**src/spb_defs.svh**
```systemverilog
/*
 * Offsets, field positions and reset values of the buffered serial port.
 * Assumes inclusion by bare name from the design file.
 */
`ifndef SPB_DEFS_SVH
`define SPB_DEFS_SVH
// ************************************************************
// Register offsets
// ************************************************************
`define SPB_A_CTRL 8'h00
`define SPB_A_FMT_HI 4'h1
`define SPB_A_TX 8'h20
`define SPB_A_RX 8'h24
`define SPB_A_STAT 8'h28
// ************************************************************
// Global control fields
// ************************************************************
`define SPB_C_ROLE 0
`define SPB_C_CLKSRC 1
`define SPB_C_TXREQ 2
`define SPB_C_RXREQ 3
`define SPB_C_RXINT 4
`define SPB_C_OVINT 5
`define SPB_C_RDYEN 6
`define SPB_CTRL_RST 32'h0000_0000
// ************************************************************
// Word format fields
// ************************************************************
`define SPB_F_LEN 4:0
`define SPB_F_ORD 8
`define SPB_F_POL 9
`define SPB_F_PHA 10
`define SPB_F_DIV 23:16
`define SPB_FMT_RST 32'h0003_0010
// ************************************************************
// Transmit and receive word fields
// ************************************************************
`define SPB_T_DATA 15:0
`define SPB_T_FSEL 17:16
`define SPB_T_SEL 25:24
`define SPB_R_EMPTY 31
`define SPB_R_OVR 30
`endif

```
**src/spb_pkg.sv**
```systemverilog
/*
 * Types of the buffered serial port.
 * Assumes nothing of its surroundings.
 */
package spb_pkg;
    typedef enum logic [0:0] {
        SPB_IDLE = 1'b0,
        SPB_RUN = 1'b1
    } spb_state_t;
endpackage : spb_pkg

```
**src/spb_top.sv**
```systemverilog
/*
 * Buffered serial port, controller or target, with four word formats.
 * Assumes one clock, a synchronous reset and a strobe register port.
 */
// The address map and the strobed register port were left to the implementer.
`timescale 1ns/10ps
`include "spb_defs.svh"
module spb_top import spb_pkg::*; (
    input wire logic SYS_CLK,
    input wire logic RESET,
    input wire logic [7:0] ADDR,
    input wire logic [31:0] WDATA,
    input wire logic WR,
    input wire logic RD,
    output logic [31:0] RDATA,
    output logic TX_REQ,
    output logic RX_REQ,
    output logic RX_INT,
    output logic OVR_INT,
    input wire logic SCLK_I,
    output logic SCLK_O,
    output logic SCLK_OE,
    input wire logic CO_I,
    output logic CO_O,
    output logic CO_OE,
    input wire logic CI_I,
    output logic CI_O,
    output logic CI_OE,
    input wire logic READY_N_I,
    output logic READY_N_O,
    output logic READY_N_OE,
    input wire logic SEL0_N_I,
    output logic SEL0_N_O,
    output logic SEL0_N_OE,
    input wire logic SEL1_N_I,
    output logic SEL1_N_O,
    output logic SEL1_N_OE
);
    // ************************************************************
    // Pin synchronisers
    // ************************************************************
    logic [5:0] meta_r;
    logic [5:0] sync_r;
    logic sclk_d_r;
    always_ff @(posedge SYS_CLK) begin
        if (RESET) begin
            meta_r <= 6'h3f;
            sync_r <= 6'h3f;
            sclk_d_r <= 1'b0;
        end else begin
            meta_r <= {SEL1_N_I, SEL0_N_I, READY_N_I, CI_I, CO_I, SCLK_I};
            sync_r <= meta_r;
            sclk_d_r <= sync_r[0];
        end
    end

    // ************************************************************
    // Registers and decode
    // ************************************************************
    logic [31:0] ctrl_r;
    logic [31:0] fmt_r [4];
    logic [19:0] hold_r;
    logic [3:0] act_r;
    logic [15:0] sh_r;
    logic [15:0] rbuf_r;
    logic [15:0] rhold_r;
    logic sfull_r, hfull_r, rfull_r, rhfull_r, ovr_r;
    spb_state_t st_r;
    logic ctrl_m, wr_tx, rd_rx;
    logic [31:0] cur;
    logic [4:0] len;
    logic ord, pol, pha;
    logic [7:0] div;

    assign ctrl_m = ctrl_r[`SPB_C_ROLE] & ctrl_r[`SPB_C_CLKSRC];
    assign wr_tx = WR && ADDR == `SPB_A_TX;
    assign rd_rx = RD && ADDR == `SPB_A_RX;
    assign cur = fmt_r[act_r[1:0]];
    assign len = cur[`SPB_F_LEN];
    assign ord = cur[`SPB_F_ORD];
    assign pol = cur[`SPB_F_POL];
    assign pha = cur[`SPB_F_PHA];
    assign div = cur[`SPB_F_DIV];

    always_ff @(posedge SYS_CLK) begin
        if (RESET) begin
            ctrl_r <= `SPB_CTRL_RST;
            for (int i = 0; i < 4; i++) begin
                fmt_r[i] <= `SPB_FMT_RST;
            end
        end else if (WR) begin
            if (ADDR == `SPB_A_CTRL) begin
                ctrl_r <= WDATA;
            end
            if (ADDR[7:4] == `SPB_A_FMT_HI && ADDR[1:0] == 2'h0) begin
                fmt_r[ADDR[3:2]] <= WDATA;
            end
        end
    end

    // ************************************************************
    // Bit timing
    // ************************************************************
    logic [7:0] cnt_r;
    logic [4:0] nbit_r;
    logic sclk_r, out_r;
    logic sel_act, din, lead, trail, smp, shout, done, start, top;
    logic lead_c, trail_c, lead_t, trail_t;
    logic [4:0] nbit_nxt;
    logic [15:0] shf, rxw;

    assign sel_act = ~sync_r[4] | ~sync_r[5];
    assign din = ctrl_m ? sync_r[2] : sync_r[1];
    // Leading half is div/2+1 clocks (div/2 rounded down), whole bit is div+1 clocks
    assign lead_c = cnt_r == {1'b0, div[7:1]};
    assign trail_c = cnt_r == div;
    assign lead_t = sync_r[0] != sclk_d_r && sync_r[0] != pol;
    assign trail_t = sync_r[0] != sclk_d_r && sync_r[0] == pol;
    assign lead = st_r == SPB_RUN && (ctrl_m ? lead_c : lead_t);
    assign trail = st_r == SPB_RUN && (ctrl_m ? trail_c : trail_t);
    assign smp = pha ? lead : trail;
    assign shout = pha ? trail : lead;
    assign nbit_nxt = nbit_r + {4'h0, smp};
    assign done = trail && nbit_nxt == len;
    assign top = ord ? sh_r[0] : sh_r[4'(len - 5'h1)];
    // LSB-first input enters at the word's top bit to stay right-justified
    always_comb begin
        shf = {sh_r[14:0], din};
        if (ord) begin
            shf = sh_r >> 1;
            shf[4'(len - 5'h1)] = din;
        end
    end
    assign rxw = smp ? shf : sh_r;
    // Ready is checked only before a word; a target cannot stall mid-word
    assign start = ctrl_m ? sfull_r && (!ctrl_r[`SPB_C_RDYEN] || !sync_r[3])
                          : sel_act;

    always_ff @(posedge SYS_CLK) begin
        if (RESET) begin
            st_r <= SPB_IDLE;
        end else begin
            case (st_r)
                SPB_IDLE: begin
                    if (start) begin
                        st_r <= SPB_RUN;
                    end
                end
                SPB_RUN: begin
                    if (done || (!ctrl_m && !sel_act)) begin
                        st_r <= SPB_IDLE;
                    end
                end
                default: st_r <= SPB_IDLE;
            endcase
        end
    end

    always_ff @(posedge SYS_CLK) begin
        if (RESET || st_r == SPB_IDLE) begin
            cnt_r <= 8'h00;
            nbit_r <= 5'h00;
        end else begin
            cnt_r <= trail_c ? 8'h00 : cnt_r + 8'h01;
            nbit_r <= nbit_nxt;
        end
    end

    always_ff @(posedge SYS_CLK) begin
        if (RESET) begin
            sclk_r <= 1'b0;
        end else if (st_r == SPB_IDLE) begin
            sclk_r <= pol;
        end else if (lead_c || trail_c) begin
            sclk_r <= ~sclk_r;
        end
    end

    always_ff @(posedge SYS_CLK) begin
        if (RESET) begin
            out_r <= 1'b0;
        end else if ((st_r == SPB_IDLE && start && pha) || (shout && !done)) begin
            out_r <= top;
        end
    end

    // ************************************************************
    // Transmit path
    // ************************************************************
    logic to_hold, from_hold, tx_ld;
    assign to_hold = wr_tx && (sfull_r || hfull_r) && !(done && !hfull_r);
    assign from_hold = done && hfull_r;
    assign tx_ld = (wr_tx && !to_hold) || from_hold;

    always_ff @(posedge SYS_CLK) begin
        if (RESET) begin
            sfull_r <= 1'b0;
            hfull_r <= 1'b0;
            hold_r <= 20'h00000;
            act_r <= 4'h0;
            TX_REQ <= 1'b0;
        end else begin
            if (tx_ld) begin
                sfull_r <= 1'b1;
                act_r <= from_hold ? hold_r[19:16]
                                   : {WDATA[`SPB_T_SEL], WDATA[`SPB_T_FSEL]};
            end else if (done) begin
                sfull_r <= 1'b0;
            end
            if (to_hold) begin
                hfull_r <= 1'b1;
                hold_r <= {WDATA[`SPB_T_SEL], WDATA[`SPB_T_FSEL], WDATA[`SPB_T_DATA]};
            end else if (from_hold) begin
                hfull_r <= 1'b0;
            end
            TX_REQ <= tx_ld && ctrl_r[`SPB_C_TXREQ];
        end
    end

    always_ff @(posedge SYS_CLK) begin
        if (RESET) begin
            sh_r <= 16'h0000;
        end else if (tx_ld) begin
            sh_r <= from_hold ? hold_r[15:0] : WDATA[`SPB_T_DATA];
        end else if (smp) begin
            sh_r <= shf;
        end
    end

    // ************************************************************
    // Receive path
    // ************************************************************
    logic rfull_nxt, rhfull_nxt, ovr_nxt, rx_req_nxt;
    logic [15:0] rbuf_nxt, rhold_nxt;
    always_comb begin
        rfull_nxt = rfull_r;
        rhfull_nxt = rhfull_r;
        rbuf_nxt = rbuf_r;
        rhold_nxt = rhold_r;
        ovr_nxt = ovr_r && !rd_rx;
        rx_req_nxt = 1'b0;
        if (rd_rx) begin
            if (rhfull_r) begin
                rbuf_nxt = rhold_r;
                rhfull_nxt = 1'b0;
            end else begin
                rfull_nxt = 1'b0;
            end
        end
        if (done) begin
            if (!rfull_nxt) begin
                rbuf_nxt = rxw;
                rfull_nxt = 1'b1;
                rx_req_nxt = 1'b1;
            end else if (!rhfull_nxt) begin
                rhold_nxt = rxw;
                rhfull_nxt = 1'b1;
                rx_req_nxt = 1'b1;
            end else begin
                rhold_nxt = rxw;
                ovr_nxt = 1'b1;
            end
        end
    end

    always_ff @(posedge SYS_CLK) begin
        if (RESET) begin
            rfull_r <= 1'b0;
            rhfull_r <= 1'b0;
            ovr_r <= 1'b0;
            rbuf_r <= 16'h0000;
            rhold_r <= 16'h0000;
            RX_REQ <= 1'b0;
        end else begin
            rfull_r <= rfull_nxt;
            rhfull_r <= rhfull_nxt;
            ovr_r <= ovr_nxt;
            rbuf_r <= rbuf_nxt;
            rhold_r <= rhold_nxt;
            RX_REQ <= rx_req_nxt && ctrl_r[`SPB_C_RXREQ];
        end
    end

    assign RX_INT = rfull_r && ctrl_r[`SPB_C_RXINT];
    assign OVR_INT = ovr_r && ctrl_r[`SPB_C_OVINT];

    // ************************************************************
    // Read data and pins
    // ************************************************************
    always_ff @(posedge SYS_CLK) begin
        if (RESET || !RD) begin
            RDATA <= 32'h0000_0000;
        end else if (ADDR == `SPB_A_CTRL) begin
            RDATA <= ctrl_r;
        end else if (ADDR[7:4] == `SPB_A_FMT_HI && ADDR[1:0] == 2'h0) begin
            RDATA <= fmt_r[ADDR[3:2]];
        end else if (ADDR == `SPB_A_RX) begin
            RDATA <= {~rfull_r, ovr_r, 14'h0000, rbuf_r};
        end else if (ADDR == `SPB_A_STAT) begin
            RDATA <= {28'h0000000, rhfull_r, sfull_r, st_r == SPB_RUN, hfull_r};
        end else begin
            RDATA <= 32'h0000_0000;
        end
    end

    logic [1:0] seln_r;
    always_ff @(posedge SYS_CLK) begin
        if (RESET) begin
            seln_r <= 2'h3;
        end else begin
            seln_r <= ~(act_r[3:2] & {2{st_r == SPB_RUN || (start && ctrl_m)}});
        end
    end

    assign SCLK_O = sclk_r;
    assign SCLK_OE = ctrl_m;
    assign CO_O = out_r;
    assign CO_OE = ctrl_m;
    assign CI_O = out_r;
    assign CI_OE = !ctrl_m && sel_act;
    assign READY_N_O = ~sfull_r;
    assign READY_N_OE = !ctrl_m;
    assign SEL0_N_O = seln_r[0];
    assign SEL1_N_O = seln_r[1];
    assign SEL0_N_OE = ctrl_m;
    assign SEL1_N_OE = ctrl_m;

    // ************************************************************
    // Checks
    // ************************************************************
    tx_direct_a: assert property (@(posedge SYS_CLK) disable iff (RESET)
        wr_tx && !sfull_r && !hfull_r |=> sfull_r && !hfull_r)
        else $error("direct load missed");
    tx_hold_a: assert property (@(posedge SYS_CLK) disable iff (RESET)
        wr_tx && sfull_r && !done |=> hfull_r)
        else $error("holding full not set");
    tx_refill_a: assert property (@(posedge SYS_CLK) disable iff (RESET)
        done && hfull_r && !wr_tx |=> sfull_r && !hfull_r)
        else $error("holding word not moved");
    rx_first_a: assert property (@(posedge SYS_CLK) disable iff (RESET)
        done && !rfull_r && !rd_rx |=> rfull_r && rbuf_r == $past(rxw))
        else $error("receive buffer not filled");
    rx_move_a: assert property (@(posedge SYS_CLK) disable iff (RESET)
        rd_rx && rhfull_r && !done |=> rfull_r && !rhfull_r)
        else $error("held word not moved");
    rx_overrun_a: assert property (@(posedge SYS_CLK) disable iff (RESET)
        done && rfull_r && rhfull_r && !rd_rx |=> ovr_r && rhfull_r)
        else $error("overrun not flagged");
    clk_idle_a: assert property (@(posedge SYS_CLK) disable iff (RESET)
        st_r == SPB_IDLE ##1 st_r == SPB_IDLE |-> sclk_r == $past(pol))
        else $error("idle clock level wrong");
    ready_wait_a: assert property (@(posedge SYS_CLK) disable iff (RESET)
        ctrl_m && st_r == SPB_IDLE && ctrl_r[`SPB_C_RDYEN] && sync_r[3] |=> st_r == SPB_IDLE)
        else $error("clock started while target not ready");
endmodule : spb_top

```
**config.mk**
```make
export PLATFORM = sky130hd
export DESIGN_NAME = spb_top
export DESIGN_NICKNAME = d
export VERILOG_FILES = /design/src/spb_pkg.sv /design/src/spb_top.sv
export VERILOG_INCLUDE_DIRS = /design/src
export SDC_FILE = /design/constraint.sdc
export NUM_CORES = 1
export LEC_CHECK = 0
export BUFFER_PORTS_ARGS = -buffer_cell sky130_fd_sc_hd__buf_2
export CAP_MARGIN = 40
export CELL_PAD_IN_SITES_DETAIL_PLACEMENT = 1
export CELL_PAD_IN_SITES_GLOBAL_PLACEMENT = 2
export CORE_ASPECT_RATIO = 1.5
export CORE_MARGIN = 4
export CORE_UTILIZATION = 35
export CTS_BUF_LIST = sky130_fd_sc_hd__clkbuf_8 sky130_fd_sc_hd__clkbuf_16
export DETAILED_ROUTE_END_ITERATION = 8
export MAX_ROUTING_LAYER = met4
export PLACE_DENSITY_LB_ADDON = 0.05
export SETUP_SLACK_MARGIN = 0.05
export SLEW_MARGIN = 10
export SYNTH_ARGS = -nofsm -noshare
export SYNTH_HDL_FRONTEND = slang
export SYNTH_SLANG_ARGS = --single-unit
```
**constraint.sdc**
```tcl
create_clock -name SYS_CLK -period 4.89 [get_ports SYS_CLK]
set_input_delay 0.978 -clock SYS_CLK [delete_from_list [all_inputs] [get_ports SYS_CLK]]
set_output_delay 0.978 -clock SYS_CLK [all_outputs]
set_load 0.1 [all_outputs]
```
==> run_results.csv <==
group,metric,value,unit
worst_setup_path,crit_arrival,4.87,ns
placed_design,gp_congestion,0.789,
power,vdd_drop_max,0.253,mV
synth,ys_types,59,
worst_setup_path,cp.required,5.27,ns
placed_design,dp_slack,0.252,ns
synth,synth_area,13900,um2
synth,yosysWarnings,0,
power,power_leakage,6.32,nW
routing,routed_wl,46.1,mm
global_route,grt_antenna_before_repair,1,
cts,cts_tree,"done",
timing,setup_viol_count_final,0,
die,start_util,0.354,
finish,final_common_cell,"dfxtp_1",
hold_path,min_path_type,"register to register",
timing,setup_ws,0.409,ns
synth,post-synth-top-area-fraction,0.276,
finish,fin_util,0.410,
worst_setup_path,crit_fanout,14,
die,core,39300,um2
synth,async_reset_ff_frac,0,
power,p_int,4.35,mW
die,dieArea,43000,um2
finish,fill_cells,4262,
synth,avgSynthCellArea,11.3,um2
cts,clk_pin_slew,0.06,ns
synth,yosys.area.top_type,"edfxtp_1",
synth,seq_area_frac_synth,0.530,
timing,hold_viol,0,
die,die_h,252,um
power,finalPower,5.69,mW
routing,drt-vias-per-instance,5.49,
power,switching_power,1.34,mW
synth,synth_nets,1287,
finish,num_antenna_cells,0,
timing,fin_skew,0.0193,ns
worst_setup_path,end_kind,"register",
timing,maxSlewHeadroom,0.492,
timing,tightest_slew,0.762,ns
routing,drc,0,
cts,clk_latency,0.53,ns
finish,final_cell_mix,"dfxtp_1, edfxtp_1, nand2_1, buf_2, and3_1",
timing,rsz0062_at_grt,"no",
power,combPwrFrac,0.066,
synth,synth_edf_count,128,
worst_setup_path,ff2ff_path_depth,17,
routing,wl_per_cell,25.2,um
die,num_rows,89,
cts,htreeDepth,2,
placed_design,hpwl,30.8,mm
cts,cts-root-buf,"clkbuf_16",
power,pwr-share-clk,0.454,
cts,cts_hold_buf,0,
synth,yosys_most_used_dff,"dfxtp_1",
global_route,track_usage,0.219,
global_route,grt.overflow.total,0,
routing,firstDrtPassIters,4,
worst_setup_path,critical_path_class,"register to register",
global_route,grt_pass1_vias,10800,
timing,layout_min_cycle_time,4.48,ns
worst_setup_path,r2r_end,"rbuf_r[14]",
worst_setup_path,startpoint_type,"register",
hold_path,hold_end,"sync_r[5]",
cts,cts_setup_buffers,0,
status,status,"finished, final reports clean",
finish,nets,1363,
hold_path,min_path_cells,1,
power,power_density,353,nW/um2
cts,cts_buffers,34,
synth,syn_inst,1229,
timing,finalMaxSlewViolations,0,
global_route,grt_max_degree,86,
finish,area_growth,15.9,%
synth,netlist_top_cells_area,"edfxtp_1, dfxtp_1, mux4_2",
finish,drive_above_1_share,0.209,
hold_path,worstHoldStart,"meta_r[5]",
global_route,grt_pass1_wl,68.9,mm
die,die_w,171,um
power,seq_power_share,0.480,
routing,postRouteAntennaNets,0,
timing,final.setup.tns,0,ns
worst_setup_path,regToRegSetupSlack,0.41,ns
timing,fmax,223,MHz
die,io_pins,98,
timing,fin_crit_sh,0.916,
power,swShare,0.236,
routing,drtIter0Drc,469,
synth,synth_seq_cells,304,
cts,cts_sinks,304,
cts,clock_path_buffers,3,
routing,vias,10100,
flow_run,cap_violations,0,
placed_design,numPortBuffers,97,
==> cells by family (layout without fill, tap and decap cells) <==
| logic type | after synthesis | after routing | synth area share |
|---|---|---|---|
| and+or+nand+nor | 413 | 413 | 0.153 |
| DFF | 304 | 304 | 0.530 |
| AOI/OAI and AO/OA | 216 | 216 | 0.104 |
| muxes | 144 | 144 | 0.149 |
| buffers and inverters | 113 | 215 | 0.0359 |
| xor gates and xnor gates | 31 | 31 | 0.0205 |
| adders and majority gates | 8 | 8 | 0.00720 |
==> worst max-delay path: stages (launching register included) <==
cell and delay, ns:
dfxtp_1 0.31, buf_4 0.26, mux4_2 0.59, xnor2_1 0.15
nand4_1 0.13, o41ai_1 0.35, buf_4 0.20, a32oi_2 0.10
inv_1 0.08, ha_1 0.15, ha_1 0.21, nand3_1 0.13
or3_1 0.34, a21oi_1 0.33, and3_1 0.45, a21o_1 0.17
buf_4 0.22, o22ai_1 0.13
==> cells in the mapped netlist (5+ instances only) <==
master / instances
nand3_1: 13
o311ai_1: 6
and2_1: 37
mux2i_1: 88
nor3_1: 9
a21o_1: 6
a22o_1: 5
mux4_2: 50
nand2_1: 125
nand4_1: 11
o211ai_1: 7
and3_1: 95
a21oi_1: 74
nor2_1: 49
edfxtp_1: 128
buf_2: 12
buf_1: 5
xnor2_1: 19
or2_2: 13
nor2b_1: 8
o21ai_0: 11
clkbuf_1: 74
nand2b_1: 44
a22oi_1: 34
o22ai_1: 30
xor2_1: 11
buf_6: 6
o2bb2ai_1: 15
dfxtp_1: 176
ha_1: 8
inv_1: 12
==> through the flow <==
step,instance area [um2],cells,hold WS [ns]
detailed placement,15000,1769,0.401
finish,16100,1831,0.402
global route,16100,1831,0.428
CTS,16100,1831,0.408
floorplan,13900,1229,0.371
global placement,15000,1768,0.400
==> repair_timing <==
item                                    4_1_cts  5_1_grt
endpoints found under the hold margin         0        0
endpoints found under the setup margin        0       30
resized for setup                             0        4
==> final cells by class <==
class / count / area (um2) / share of cell area
clock buffer: 40 / 967 / 0.0600
clock inverter: 22 / 148 / 0.00916
tap: 500 / 626 / 0.0388
inverter: 12 / 48.8 / 0.00303
timing repair buffer: 141 / 876 / 0.0543
sequential: 304 / 7370 / 0.457
multi-input combinational: 812 / 6080 / 0.378
==> power by group through the flow <==
stage	registers, mW	clock network, mW	logic, mW
2_1_floorplan	2.78	0	0.213
3_3_place_gp	2.79	0	0.377
3_5_place_dp	2.79	0	0.380
4_1_cts	2.73	2.67	0.381
5_1_grt	2.74	2.76	0.402
6_report	2.73	2.59	0.374
==> worst max path at each step <==
| stage | depth (start not counted) | endpoint | slack, ns |
|---|---|---|---|
| finish | 17 | rbuf_r[14] | 0.41 |
| global route | 17 | rbuf_r[12] | 0.06 |
| CTS | 15 | rbuf_r[14] | 0.21 |
| detailed placement | 15 | rbuf_r[1] | 0.25 |
| global placement | 15 | rbuf_r[7] | 0.31 |
| floorplan | 17 | rhold_r[10] | 0.06 |
==> routing by layer <==
layer,routed length (um),vias to the layer above,part of all wire,GRT usage
met2,24700,162,0.54,0.392
met1,18800,5167,0.41,0.259
li1,-,4664,-,-
met3,1360,62,0.030,0.0257
met4,1260,0,0.027,0.0639
met5,0,-,0,-
==> flip-flops by register name (all words and copies together) (netlist names), 2 cells and up, named ones only <==
name and count:
cnt_r 8, act_r 4, rbuf_r 16, nbit_r 5
sh_r 16, fmt_r 128, meta_r 6, RDATA 32
rhold_r 16, hold_r 20, ctrl_r 32, sync_r 6
seln_r 2
(Power assumes the default switching activity.)
